## config.mk

```make
export PLATFORM = sky130hd
export DESIGN_NAME = rc_self_tune_and_pll_clocking
export DESIGN_NICKNAME = d
export VERILOG_FILES = /design/src/rc_tune_pkg.sv /design/src/rc_self_tune_and_pll_clocking.sv
export VERILOG_INCLUDE_DIRS = /design/src /design/src/src
export SDC_FILE = /design/constraint.sdc
export NUM_CORES = 1
export LEC_CHECK = 0
export ABC_CLOCK_PERIOD_IN_PS = 3390
export BUFFER_PORTS_ARGS = -buffer_cell sky130_fd_sc_hd__buf_2
export CORE_MARGIN = 2
export CORE_UTILIZATION = 40
export CTS_CLUSTER_SIZE = 14
export DETAILED_ROUTE_END_ITERATION = 7
export GPL_TIMING_DRIVEN = 0
export PLACE_DENSITY = 0.68
export REMOVE_ABC_BUFFERS = 1
export SYNTH_ARGS = -nofsm -noshare
export SYNTH_HDL_FRONTEND = slang
export SYNTH_SLANG_ARGS = --single-unit
```

## constraint.sdc

```tcl
create_clock -name sys_clk -period 3.39 [get_ports sys_clk]
set_input_delay 0.5085 -clock sys_clk [delete_from_list [all_inputs] [get_ports sys_clk]]
set_output_delay 0.5085 -clock sys_clk [all_outputs]
set_load 0.01 [all_outputs]
```

## src/rc_tune_params.svh

```systemverilog
// offsets, field positions, reset values and timing counts of the rc tuning and pll clocking block
// Contract
// - setting bit 15 of the tuning register starts hardware self-calibration
// - bit 12 picks the reference: 1 usb start-of-frame, 0 secondary crystal
// - while tuning, compare fast rc against 8 MHz and adjust trim bits 5..0
// - while tuning, software writes to the trim field are ignored
// - bit 11 flags drift beyond 0.2 percent and may raise the tune interrupt
// - bit 9 flags deviation beyond 1.5 percent and may raise the interrupt
// - bits 10 and 8 choose interrupt on presence or absence of each condition
// - pll fed from fast rc when current source is 001, primary when 011
// - current source field loads from the initial source configuration
// - otherwise pll source bit picks fast rc at 0, primary at 1
// - vco runs at 96 MHz, usb clock is a free running divide by 2
// - usb mode divides vco by 3 then postscaler 1, 2, 4 or 8
// - prescale codes 0111..0001 divide by 12, 8, 6, 5, 4, 3, 2
// - outside usb mode multiply 4x, 6x or 8x with no prescaler
`ifndef RC_TUNE_PARAMS_SVH
`define RC_TUNE_PARAMS_SVH

`define OFS_OSC_TUNING 8'h00
`define OFS_PLL_CFG 8'h04
`define OFS_CLK_STATUS 8'h08

`define BIT_TUNE_EN 15
`define BIT_TUNE_SRC 12
`define BIT_LOCK_STAT 11
`define BIT_LOCK_POL 10
`define BIT_RANGE_STAT 9
`define BIT_RANGE_POL 8
`define TRIM_MSB 5

`define CFG_COSC_LSB 0
`define CFG_PLL_SOURCE_CONFIG_BIT 4
`define CFG_POST_LSB 8
`define CFG_PRE_LSB 12
`define CFG_MULT_LSB 16
`define CFG_USB_BIT 20

`define RST_TUNING 32'h0000_0000
`define RST_PLL_CFG 32'h0000_0000

`define FRC_NOMINAL_KHZ 8000
`define SOF_PERIOD_US 1000
`define SECONDARY_CRYSTAL_OSC_EDGES 256
`define SECONDARY_CRYSTAL_OSC_HZ 32768
`define SOF_EXPECT (`FRC_NOMINAL_KHZ * `SOF_PERIOD_US / 1000)
`define SECONDARY_CRYSTAL_OSC_EXPECT (`FRC_NOMINAL_KHZ * 1000 * `SECONDARY_CRYSTAL_OSC_EDGES / `SECONDARY_CRYSTAL_OSC_HZ)
`define LOCK_PPT 2
`define RANGE_PPT 15

`endif

```

## src/rc_tune_pkg.sv

```systemverilog
// types shared by the rc tuning and pll clocking block
`default_nettype none
package rc_tune_pkg;
  typedef struct packed {
    logic psel;
    logic penable;
    logic pwrite;
    logic [7:0] paddr;
    logic [31:0] pwdata;
  } apb_req_t;

  typedef struct packed {
    logic pready;
    logic pslverr;
    logic [31:0] prdata;
  } apb_rsp_t;

  typedef enum logic [1:0] {
    MULT_4X,
    MULT_6X,
    MULT_8X,
    MULT_RSVD
  } pll_mult_t;

  typedef enum {
    TUNE_IDLE,
    TUNE_PRIME,
    TUNE_MEASURE
  } tune_state_t;
endpackage
`default_nettype wire

```

## src/rc_self_tune_and_pll_clocking.sv

```systemverilog
// fast rc self tuning, pll source selection and clock tree dividers behind an apb slave
`default_nettype none
`include "rc_tune_params.svh"
module rc_self_tune_and_pll_clocking (
  input wire logic sys_clk,
  input wire logic rst_n,
  input wire rc_tune_pkg::apb_req_t apb_req,
  output rc_tune_pkg::apb_rsp_t apb_rsp,
  input wire logic [2:0] initial_osc_config,
  input wire logic frc_tick,
  input wire logic usb_sof_pulse,
  input wire logic secondary_crystal_osc_tick,
  input wire logic pll_in_tick,
  input wire logic vco_tick,
  output logic [5:0] rc_trim_field,
  output logic self_tune_irq_flag,
  output logic pll_from_primary,
  output logic pll_ref_tick,
  output logic usb_clk_tick,
  output logic sys_clk_tick,
  output logic [1:0] pll_mult_sel
);
  import rc_tune_pkg::*;

  logic rst_meta_r;
  logic rst_sync_n;
  always_ff @(posedge sys_clk or negedge rst_n) begin
    if (!rst_n) begin
      rst_meta_r <= 1'b0;
      rst_sync_n <= 1'b0;
    end else begin
      rst_meta_r <= 1'b1;
      rst_sync_n <= rst_meta_r;
    end
  end

  // prescale code to divisor, zero means pass through
  function automatic logic [3:0] pre_div(input logic [3:0] code);
    case (code)
      4'h7: pre_div = 4'hc;
      4'h6: pre_div = 4'h8;
      4'h5: pre_div = 4'h6;
      4'h4: pre_div = 4'h5;
      4'h3: pre_div = 4'h4;
      4'h2: pre_div = 4'h3;
      4'h1: pre_div = 4'h2;
      default: pre_div = 4'h1;
    endcase
  endfunction

  // register decode, shared by read and write paths
  function automatic logic [1:0] reg_sel(input logic [7:0] a);
    case (a)
      `OFS_OSC_TUNING: reg_sel = 2'd1;
      `OFS_PLL_CFG: reg_sel = 2'd2;
      `OFS_CLK_STATUS: reg_sel = 2'd3;
      default: reg_sel = 2'd0;
    endcase
  endfunction

  logic tune_en_r;
  logic tune_src_r;
  logic lock_pol_r;
  logic range_pol_r;
  logic tune_lock_status;
  logic tune_out_of_range_status;
  logic [5:0] trim_r;
  logic [2:0] current_osc_select;
  logic pll_source_config;
  logic [1:0] sysclk_postscaler;
  logic [3:0] pll_prescale_code;
  logic [1:0] mult_r;
  logic usb_mode_r;
  logic cosc_loaded_r;
  logic [31:0] prdata_r;

  logic wr_en;
  logic setup_rd;
  logic [1:0] sel;
  assign sel = reg_sel(apb_req.paddr);
  assign wr_en = apb_req.psel & apb_req.penable & apb_req.pwrite;
  assign setup_rd = apb_req.psel & ~apb_req.penable & ~apb_req.pwrite;

  // zero wait states; unmapped addresses answer with an error
  assign apb_rsp.pready = 1'b1;
  assign apb_rsp.pslverr = apb_req.psel & apb_req.penable & (sel == 2'd0);
  assign apb_rsp.prdata = prdata_r;

  logic [31:0] tune_word;
  logic [31:0] cfg_word;
  logic [31:0] stat_word;
  always_comb begin
    tune_word = 32'h0000_0000;
    tune_word[`BIT_TUNE_EN] = tune_en_r;
    tune_word[`BIT_TUNE_SRC] = tune_src_r;
    tune_word[`BIT_LOCK_STAT] = tune_lock_status;
    tune_word[`BIT_LOCK_POL] = lock_pol_r;
    tune_word[`BIT_RANGE_STAT] = tune_out_of_range_status;
    tune_word[`BIT_RANGE_POL] = range_pol_r;
    tune_word[`TRIM_MSB:0] = trim_r;
    cfg_word = 32'h0000_0000;
    cfg_word[`CFG_COSC_LSB +: 3] = current_osc_select;
    cfg_word[`CFG_PLL_SOURCE_CONFIG_BIT] = pll_source_config;
    cfg_word[`CFG_POST_LSB +: 2] = sysclk_postscaler;
    cfg_word[`CFG_PRE_LSB +: 4] = pll_prescale_code;
    cfg_word[`CFG_MULT_LSB +: 2] = mult_r;
    cfg_word[`CFG_USB_BIT] = usb_mode_r;
    stat_word = 32'h0000_0000;
    stat_word[0] = self_tune_irq_flag;
    stat_word[1] = pll_from_primary;
    stat_word[7:4] = pre_div(pll_prescale_code);
  end

  always_ff @(posedge sys_clk or negedge rst_sync_n) begin
    if (!rst_sync_n) begin
      prdata_r <= 32'h0000_0000;
    end else if (setup_rd) begin
      case (sel)
        2'd1: prdata_r <= tune_word;
        2'd2: prdata_r <= cfg_word;
        2'd3: prdata_r <= stat_word;
        default: prdata_r <= 32'h0000_0000;
      endcase
    end
  end

  // constant, so the async reset branch loads no logic
  localparam logic [31:0] rst_tune = `RST_TUNING;
  always_ff @(posedge sys_clk or negedge rst_sync_n) begin
    if (!rst_sync_n) begin
      tune_en_r <= rst_tune[`BIT_TUNE_EN];
      tune_src_r <= rst_tune[`BIT_TUNE_SRC];
      lock_pol_r <= rst_tune[`BIT_LOCK_POL];
      range_pol_r <= rst_tune[`BIT_RANGE_POL];
    end else if (wr_en && sel == 2'd1) begin
      tune_en_r <= apb_req.pwdata[`BIT_TUNE_EN];
      tune_src_r <= apb_req.pwdata[`BIT_TUNE_SRC];
      lock_pol_r <= apb_req.pwdata[`BIT_LOCK_POL];
      range_pol_r <= apb_req.pwdata[`BIT_RANGE_POL];
    end
  end

  // constant, so the async reset branch loads no logic
  localparam logic [31:0] rst_cfg = `RST_PLL_CFG;
  always_ff @(posedge sys_clk or negedge rst_sync_n) begin
    if (!rst_sync_n) begin
      pll_source_config <= rst_cfg[`CFG_PLL_SOURCE_CONFIG_BIT];
      sysclk_postscaler <= rst_cfg[`CFG_POST_LSB +: 2];
      pll_prescale_code <= rst_cfg[`CFG_PRE_LSB +: 4];
      mult_r <= rst_cfg[`CFG_MULT_LSB +: 2];
      usb_mode_r <= rst_cfg[`CFG_USB_BIT];
    end else if (wr_en && sel == 2'd2) begin
      pll_source_config <= apb_req.pwdata[`CFG_PLL_SOURCE_CONFIG_BIT];
      sysclk_postscaler <= apb_req.pwdata[`CFG_POST_LSB +: 2];
      pll_prescale_code <= apb_req.pwdata[`CFG_PRE_LSB +: 4];
      mult_r <= apb_req.pwdata[`CFG_MULT_LSB +: 2];
      usb_mode_r <= apb_req.pwdata[`CFG_USB_BIT];
    end
  end

  // strap caught on the first clock after reset release, not by the reset itself
  always_ff @(posedge sys_clk or negedge rst_sync_n) begin
    if (!rst_sync_n) begin
      cosc_loaded_r <= 1'b0;
      current_osc_select <= 3'h0;
    end else if (!cosc_loaded_r) begin
      cosc_loaded_r <= 1'b1;
      current_osc_select <= initial_osc_config;
    end else if (wr_en && sel == 2'd2) begin
      current_osc_select <= apb_req.pwdata[`CFG_COSC_LSB +: 3];
    end
  end

  // measurement: count fast rc ticks over one reference window
  tune_state_t state_r;
  logic [16:0] frc_cnt_r;
  logic [7:0] secondary_crystal_osc_cnt_r;
  logic ref_evt;
  logic [16:0] expect_cnt;
  logic [16:0] lock_tol;
  logic [16:0] range_tol;
  localparam logic [16:0] SOF_N = 17'(`SOF_EXPECT);
  localparam logic [16:0] SECONDARY_CRYSTAL_OSC_N = 17'(`SECONDARY_CRYSTAL_OSC_EXPECT);

  always_comb begin
    ref_evt = tune_src_r ? usb_sof_pulse : (secondary_crystal_osc_tick && secondary_crystal_osc_cnt_r == 8'hff);
    expect_cnt = tune_src_r ? SOF_N : SECONDARY_CRYSTAL_OSC_N;
    lock_tol = 17'((`LOCK_PPT * 32'(expect_cnt)) / 1000);
    range_tol = 17'((`RANGE_PPT * 32'(expect_cnt)) / 1000);
  end

  always_ff @(posedge sys_clk or negedge rst_sync_n) begin
    if (!rst_sync_n) begin
      secondary_crystal_osc_cnt_r <= 8'h00;
    end else if (!tune_en_r || tune_src_r) begin
      secondary_crystal_osc_cnt_r <= 8'h00;
    end else if (secondary_crystal_osc_tick) begin
      secondary_crystal_osc_cnt_r <= secondary_crystal_osc_cnt_r + 8'h01;
    end
  end

  logic window_done;
  assign window_done = (state_r == TUNE_MEASURE) && ref_evt;

  // first window after enable starts on a reference edge, partial counts are discarded
  always_ff @(posedge sys_clk or negedge rst_sync_n) begin
    if (!rst_sync_n) begin
      state_r <= TUNE_IDLE;
    end else begin
      case (state_r)
        TUNE_IDLE: if (tune_en_r) state_r <= TUNE_PRIME;
        TUNE_PRIME: begin
          if (!tune_en_r) state_r <= TUNE_IDLE;
          else if (ref_evt) state_r <= TUNE_MEASURE;
        end
        TUNE_MEASURE: if (!tune_en_r) state_r <= TUNE_IDLE;
        default: state_r <= TUNE_IDLE;
      endcase
    end
  end

  always_ff @(posedge sys_clk or negedge rst_sync_n) begin
    if (!rst_sync_n) begin
      frc_cnt_r <= 17'h0_0000;
    end else if (ref_evt || state_r != TUNE_MEASURE) begin
      frc_cnt_r <= {16'h0000, frc_tick};
    end else if (frc_tick && frc_cnt_r != 17'h1_ffff) begin
      frc_cnt_r <= frc_cnt_r + 17'h0_0001;
    end
  end

  logic fast;
  logic [16:0] dev;
  always_comb begin
    fast = frc_cnt_r > expect_cnt;
    dev = fast ? frc_cnt_r - expect_cnt : expect_cnt - frc_cnt_r;
  end

  // status holds the last completed window's verdict
  always_ff @(posedge sys_clk or negedge rst_sync_n) begin
    if (!rst_sync_n) begin
      tune_lock_status <= 1'b0;
      tune_out_of_range_status <= 1'b0;
    end else if (!tune_en_r) begin
      tune_lock_status <= 1'b0;
      tune_out_of_range_status <= 1'b0;
    end else if (window_done) begin
      tune_lock_status <= dev > lock_tol;
      tune_out_of_range_status <= dev > range_tol;
    end
  end

  // trim is signed; saturates at the ends rather than wrapping
  logic trim_at_max;
  logic trim_at_min;
  assign trim_at_max = trim_r == 6'h1f;
  assign trim_at_min = trim_r == 6'h20;
  always_ff @(posedge sys_clk or negedge rst_sync_n) begin
    if (!rst_sync_n) begin
      trim_r <= rst_tune[`TRIM_MSB:0];
    end else if (tune_en_r) begin
      if (window_done && dev > lock_tol) begin
        if (fast && !trim_at_min) trim_r <= trim_r - 6'h01;
        else if (!fast && !trim_at_max) trim_r <= trim_r + 6'h01;
      end
    end else if (wr_en && sel == 2'd1) begin
      trim_r <= apb_req.pwdata[`TRIM_MSB:0];
    end
  end
  assign rc_trim_field = trim_r;

  // polarity 1 raises on presence of the condition, 0 on its absence
  always_ff @(posedge sys_clk or negedge rst_sync_n) begin
    if (!rst_sync_n) begin
      self_tune_irq_flag <= 1'b0;
    end else begin
      self_tune_irq_flag <= (state_r == TUNE_MEASURE)
        && ((tune_lock_status == lock_pol_r) || (tune_out_of_range_status == range_pol_r));
    end
  end

  // pll input source
  always_ff @(posedge sys_clk or negedge rst_sync_n) begin
    if (!rst_sync_n) begin
      pll_from_primary <= 1'b0;
    end else begin
      case (current_osc_select)
        3'h1: pll_from_primary <= 1'b0;
        3'h3: pll_from_primary <= 1'b1;
        default: pll_from_primary <= pll_source_config;
      endcase
    end
  end

  // dividers on incoming clock ticks; outputs are one-cycle registered pulses
  logic [3:0] pre_cnt_r;
  logic [3:0] pre_n;
  assign pre_n = usb_mode_r ? pre_div(pll_prescale_code) : 4'h1;
  always_ff @(posedge sys_clk or negedge rst_sync_n) begin
    if (!rst_sync_n) begin
      pre_cnt_r <= 4'h0;
      pll_ref_tick <= 1'b0;
    end else begin
      pll_ref_tick <= 1'b0;
      if (pll_in_tick) begin
        if (pre_cnt_r + 4'h1 >= pre_n) begin
          pre_cnt_r <= 4'h0;
          pll_ref_tick <= 1'b1;
        end else begin
          pre_cnt_r <= pre_cnt_r + 4'h1;
        end
      end
    end
  end

  // usb branch never gated, so it runs whatever the postscaler says
  logic usb_half_r;
  always_ff @(posedge sys_clk or negedge rst_sync_n) begin
    if (!rst_sync_n) begin
      usb_half_r <= 1'b0;
      usb_clk_tick <= 1'b0;
    end else begin
      usb_clk_tick <= vco_tick & usb_half_r;
      if (vco_tick) usb_half_r <= ~usb_half_r;
    end
  end

  logic [4:0] sys_cnt_r;
  logic [4:0] sys_n;
  always_comb begin
    case (sysclk_postscaler)
      2'd0: sys_n = usb_mode_r ? 5'd3 : 5'd1;
      2'd1: sys_n = usb_mode_r ? 5'd6 : 5'd2;
      2'd2: sys_n = usb_mode_r ? 5'd12 : 5'd4;
      default: sys_n = usb_mode_r ? 5'd24 : 5'd8;
    endcase
  end
  always_ff @(posedge sys_clk or negedge rst_sync_n) begin
    if (!rst_sync_n) begin
      sys_cnt_r <= 5'd0;
      sys_clk_tick <= 1'b0;
    end else begin
      sys_clk_tick <= 1'b0;
      if (vco_tick) begin
        if (sys_cnt_r + 5'd1 >= sys_n) begin
          sys_cnt_r <= 5'd0;
          sys_clk_tick <= 1'b1;
        end else begin
          sys_cnt_r <= sys_cnt_r + 5'd1;
        end
      end
    end
  end

  // reserved multiplier code falls back to 4x
  always_ff @(posedge sys_clk or negedge rst_sync_n) begin
    if (!rst_sync_n) begin
      pll_mult_sel <= MULT_4X;
    end else if (usb_mode_r) begin
      pll_mult_sel <= MULT_4X;
    end else begin
      pll_mult_sel <= (mult_r == MULT_RSVD) ? MULT_4X : mult_r;
    end
  end
endmodule // rc_self_tune_and_pll_clocking
`default_nettype wire

```

==> summary.md <==
| Metric | Value |
|---|---|
| Critical path cell sequence | clkinvlp_4, buf_12, ha_4, a21o_4, a211o_4, o22ai_4, a21oi_4, a311oi_2, a21oi_2, xor2_2, ha_1, nor2b_2, or3b_4, a21o_1, a211o_1, o211ai_2, nand4_4, a21oi_4, mux2_4 |
| Critical setup path kind | reg -> reg |
| Cell Area, Synth | 6360 µm² |
| Core area | 15700 µm² |
| Mapped Cells | 693 |
| Share of cells above drive strength 1 | 0.239 |
| Area share of fa/ha/maj cells after synthesis | 0.0975 |
| Seq/Total Area, Yosys | 0.358 |
| Nets | 889 |
| Initial antenna violation count | 0 |
| DRT Pass-1 Iters | 5 |
| Vias in the first global route | 5020 |
| CP Capture Type | flop |
| Root Driver | clkbuf_16 |
| ANT cells | 0 |
| Setup TNS | -8.79 ns |
| Post-Synth Simple-Gate Area | 0.197 |
| Largest area contributor in the netlist | dfrtp_1 |
| Compound-gate portion of the synthesized area | 0.151 |
| EDFF count, synth | 0 |
| Fmax | 217 MHz |
| Wire per inst | 14.8 µm |
| WL met1 | 6740 µm |
| Setup violations, final | 8 |
| RSZ-0062 raised after global routing | true |
| Clock sink count | 91 |
| Synth-to-layout area growth | 21.5% |
| Die height | 130 µm |
| Largest net degree at the start of global routing | 72 |
| Outcome | finished with violations |
| Synth area leaders | dfrtp_1, ha_1, nand2_1 |
| Failing checks | negative setup slack |
| Wire length on met2 | 7220 µm |
| Mux contribution to synthesized area | 0.0706 |
| CP peak stage delay | 0.50 ns |
| Pwr dens | 423 nW/µm² |
| H-tree Lvls | 3 |
| Gr usage total | 0.182 |
| Slowest-stage cell, CP | dfrtp_4 |
| Final Slew Violations | 0 |
| Most used cell, CP | a21oi_4 |
| Top Metal Used | met4 |
| CTS buffer count | 9 |
| Maxcap violations | 0 |
| Worst-path maximum fanout | 6 |
| #FFs+latches synth | 91 |
| Leakage power | 3.61 nW |
| Post-synth ARST share | 1.00 |
| Placed cell area | 6820 µm² |
| Routed met3 length | 705 µm |
| CTS tree | built |
| Clock slew at reported path FFs | 0.07 ns |
| Die X | 130 µm |
| XOR/XNOR Fraction of Synth Area | 0.0661 |
| Worst VDD drop | 0.000335 V |
| DRC violations left | 0 |
| Main flop type after synthesis | dfrtp_1 |
| Vias | 5186 |
| Setup ws final | -1.22 ns |
| Critical Path RT | 3.63 ns |
| Routability Congestion | 0.864 |
| Post-route cell area | 7730 µm² |
| Min cycle time layout | 4.61 ns |
| Initial Util | 0.405 |
| DP Worst Slack | -2.71 ns |
| Insertion delay to the later sink of the worst-skew pair | 0.36 ns |
| Yosys warnings | 0 |
| Post-synthesis cell type count | 72 |
| Vias per cell | 5.14 |
| DP Wirelength | 10100 µm |
| # port buffers | 69 |
| Path category of the worst min-delay check | reg -> async |
| Post-route antenna net violation count | 0 |
| First-pass GRT wire length | 24600 µm |
| Worst slew pin tran | 1.09 ns |
| Dpl cells | 952 |
| Clk_skew | 0.0103 ns |
| WHS | 0.223 ns |
| Max Root-Sink Buffers | 2 |
| Fin crit share | 1.36 |
| Grt ovf | 0 |
| Largest family of logic cells by synthesized area | simple AND/OR/NAND/NOR gates |
| Slew HR | 0.268 |
| Final Non-Filler Cells | 1008 |
| Avg Synthesized Cell Area | 9.18 µm² |
| R2r worst-path depth | 19 |
| Startpoint types | flop |
| Final hold violation count | 0 |
| Initial DRC count | 250 |
| DRT Wirelength | 14900 µm |
| # rows | 46 |
| I/O pin count | 100 |
| Die area | 16900 µm² |
| Yosys top cell area share | 0.358 |
| CP arrival | 4.85 ns |
-- cell usage after synthesis (3+ instances only) --
library cell  instances
a211oi_1              7
a21o_1               16
a21oi_1              25
a221oi_1              9
a31oi_1               4
and2_1                6
and3_1                8
and4_1                4
buf_2                 5
buf_4                17
buf_6                 3
clkbuf_1             15
dfrtp_1              91
ha_1                 48
inv_1                34
mux2_2               15
mux2_4                4
mux2i_1              22
nand2_1              76
nand2b_1             10
nand3_1              31
nand4_1               7
nor2_1               71
nor2b_1              10
nor3_1                6
nor3b_1               6
nor4_1                3
o21a_1                4
o21ai_0              34
o21ai_1               3
xnor2_1              25
xor2_1               23
-- worst max-delay path, delay by kind of cell, from the launching register on --
kind	cells	cell delay (ns)
multiplexers	1	0.32
adder cells (fa/ha/maj)	2	0.52
buffers and inverters	2	0.25
flip-flops	1	0.50
AND/OR/NAND/NOR	3	0.71
AO/OA/AOI/OAI	10	2.01
XOR/XNOR	1	0.16
-- registers in the layout, indices dropped and copies added, names as in the netlist, 2 cells and up --
signal	flops
sysclk_postscaler	2
pre_cnt_r	4
frc_cnt_r	17
secondary_crystal_osc_cnt_r	8
rc_trim_field	6
pll_prescale_code	4
state_r	2
pll_mult_sel	2
prdata_r	19
current_osc_select	3
mult_r	2
sys_cnt_r	5
-- path summary, 6_finish.rpt --
kind                       slack [ns]   startpoint          endpoint
max                             -1.22   tune_src_r  rc_trim_field[3]
min                              0.22   rst_sync_n     frc_cnt_r[14]
max reg2reg                     -1.22   tune_src_r  rc_trim_field[3]
min reg2reg                      0.22   rst_sync_n     frc_cnt_r[14]
max in group asynchronous        2.53   rst_sync_n        tune_src_r
min in group sys_clk             0.34  apb_req[10]        lock_pol_r
-- layer usage --
layer / GRT usage / vias to the layer above
li1: - / 2593
met1: 0.231 / 2450
met2: 0.310 / 117
met3: 0.0459 / 26
met4: 0.0455 / 0
met5: 0 / -
-- logic make-up after synthesis --
kind of cell    Yosys count
compound gates          133
xor+xnor                 48
buf+inv                  75
mux                      41
flops                    91
simple gates            254
fa+ha+maj                49
other cells               2
-- layout make-up --
| type | count | area [µm²] |
|---|---|---|
| clock inverter | 6 | 98.8 |
| sequential | 91 | 2280 |
| inverter | 34 | 131 |
| fill | 1502 | 7990 |
| multi-input combinational | 541 | 3970 |
| timing repair buffer | 110 | 736 |
| tap | 216 | 270 |
| clock buffer | 10 | 239 |
-- timing repair --
action | CTS | global route
hold buffers | 1 | 0
pin swaps | 21 | 15
endpoints found under the setup margin | 21 | 8
gates cloned | 1 | 0
buffers inserted | 30 | 8
endpoints found under the hold margin | 2 | 0
gates resized for setup | 42 | 10
-- where the power goes --
| group | leakage (nW) | switching, mW | internal [mW] | total [mW] |
|---|---|---|---|---|
| sequential | 1.21 | 0.122 | 1.19 | 1.32 |
| clock | 0.166 | 0.468 | 0.675 | 1.14 |
| combinational | 2.24 | 0.430 | 0.381 | 0.811 |
-- per-stage QoR --
| step | utilization | total power, mW |
|---|---|---|
| 2_1_floorplan | - | 1.86 |
| 3_3_place_gp | 0.432 | 2.07 |
| 3_5_place_dp | 0.434 | 2.09 |
| 4_1_cts | 0.485 | 3.29 |
| 5_1_grt | 0.492 | 3.48 |
| 6_report | 0.492 | 3.27 |
-- layout by cell type, fill, tap and decap left out, types with 3 or more instances in the layout --
cell / count
a211oi_1: 6
a21o_1: 16
a21oi_1: 24
a221oi_1: 9
a31oi_1: 4
and2_1: 6
and3_1: 8
and4_1: 3
buf_2: 69
buf_4: 32
buf_6: 4
clkbuf_16: 9
conb_1: 16
dfrtp_1: 89
ha_1: 38
ha_4: 8
inv_1: 33
mux2_2: 15
mux2_4: 4
mux2i_1: 21
nand2_1: 76
nand2b_1: 10
nand3_1: 30
nand4_1: 7
nor2_1: 71
nor2b_1: 9
nor3_1: 6
nor3b_1: 4
nor4_1: 3
o21a_1: 4
o21ai_0: 34
xnor2_1: 25
xor2_1: 21
No activity file was read; power rests on OpenSTA's default activity.
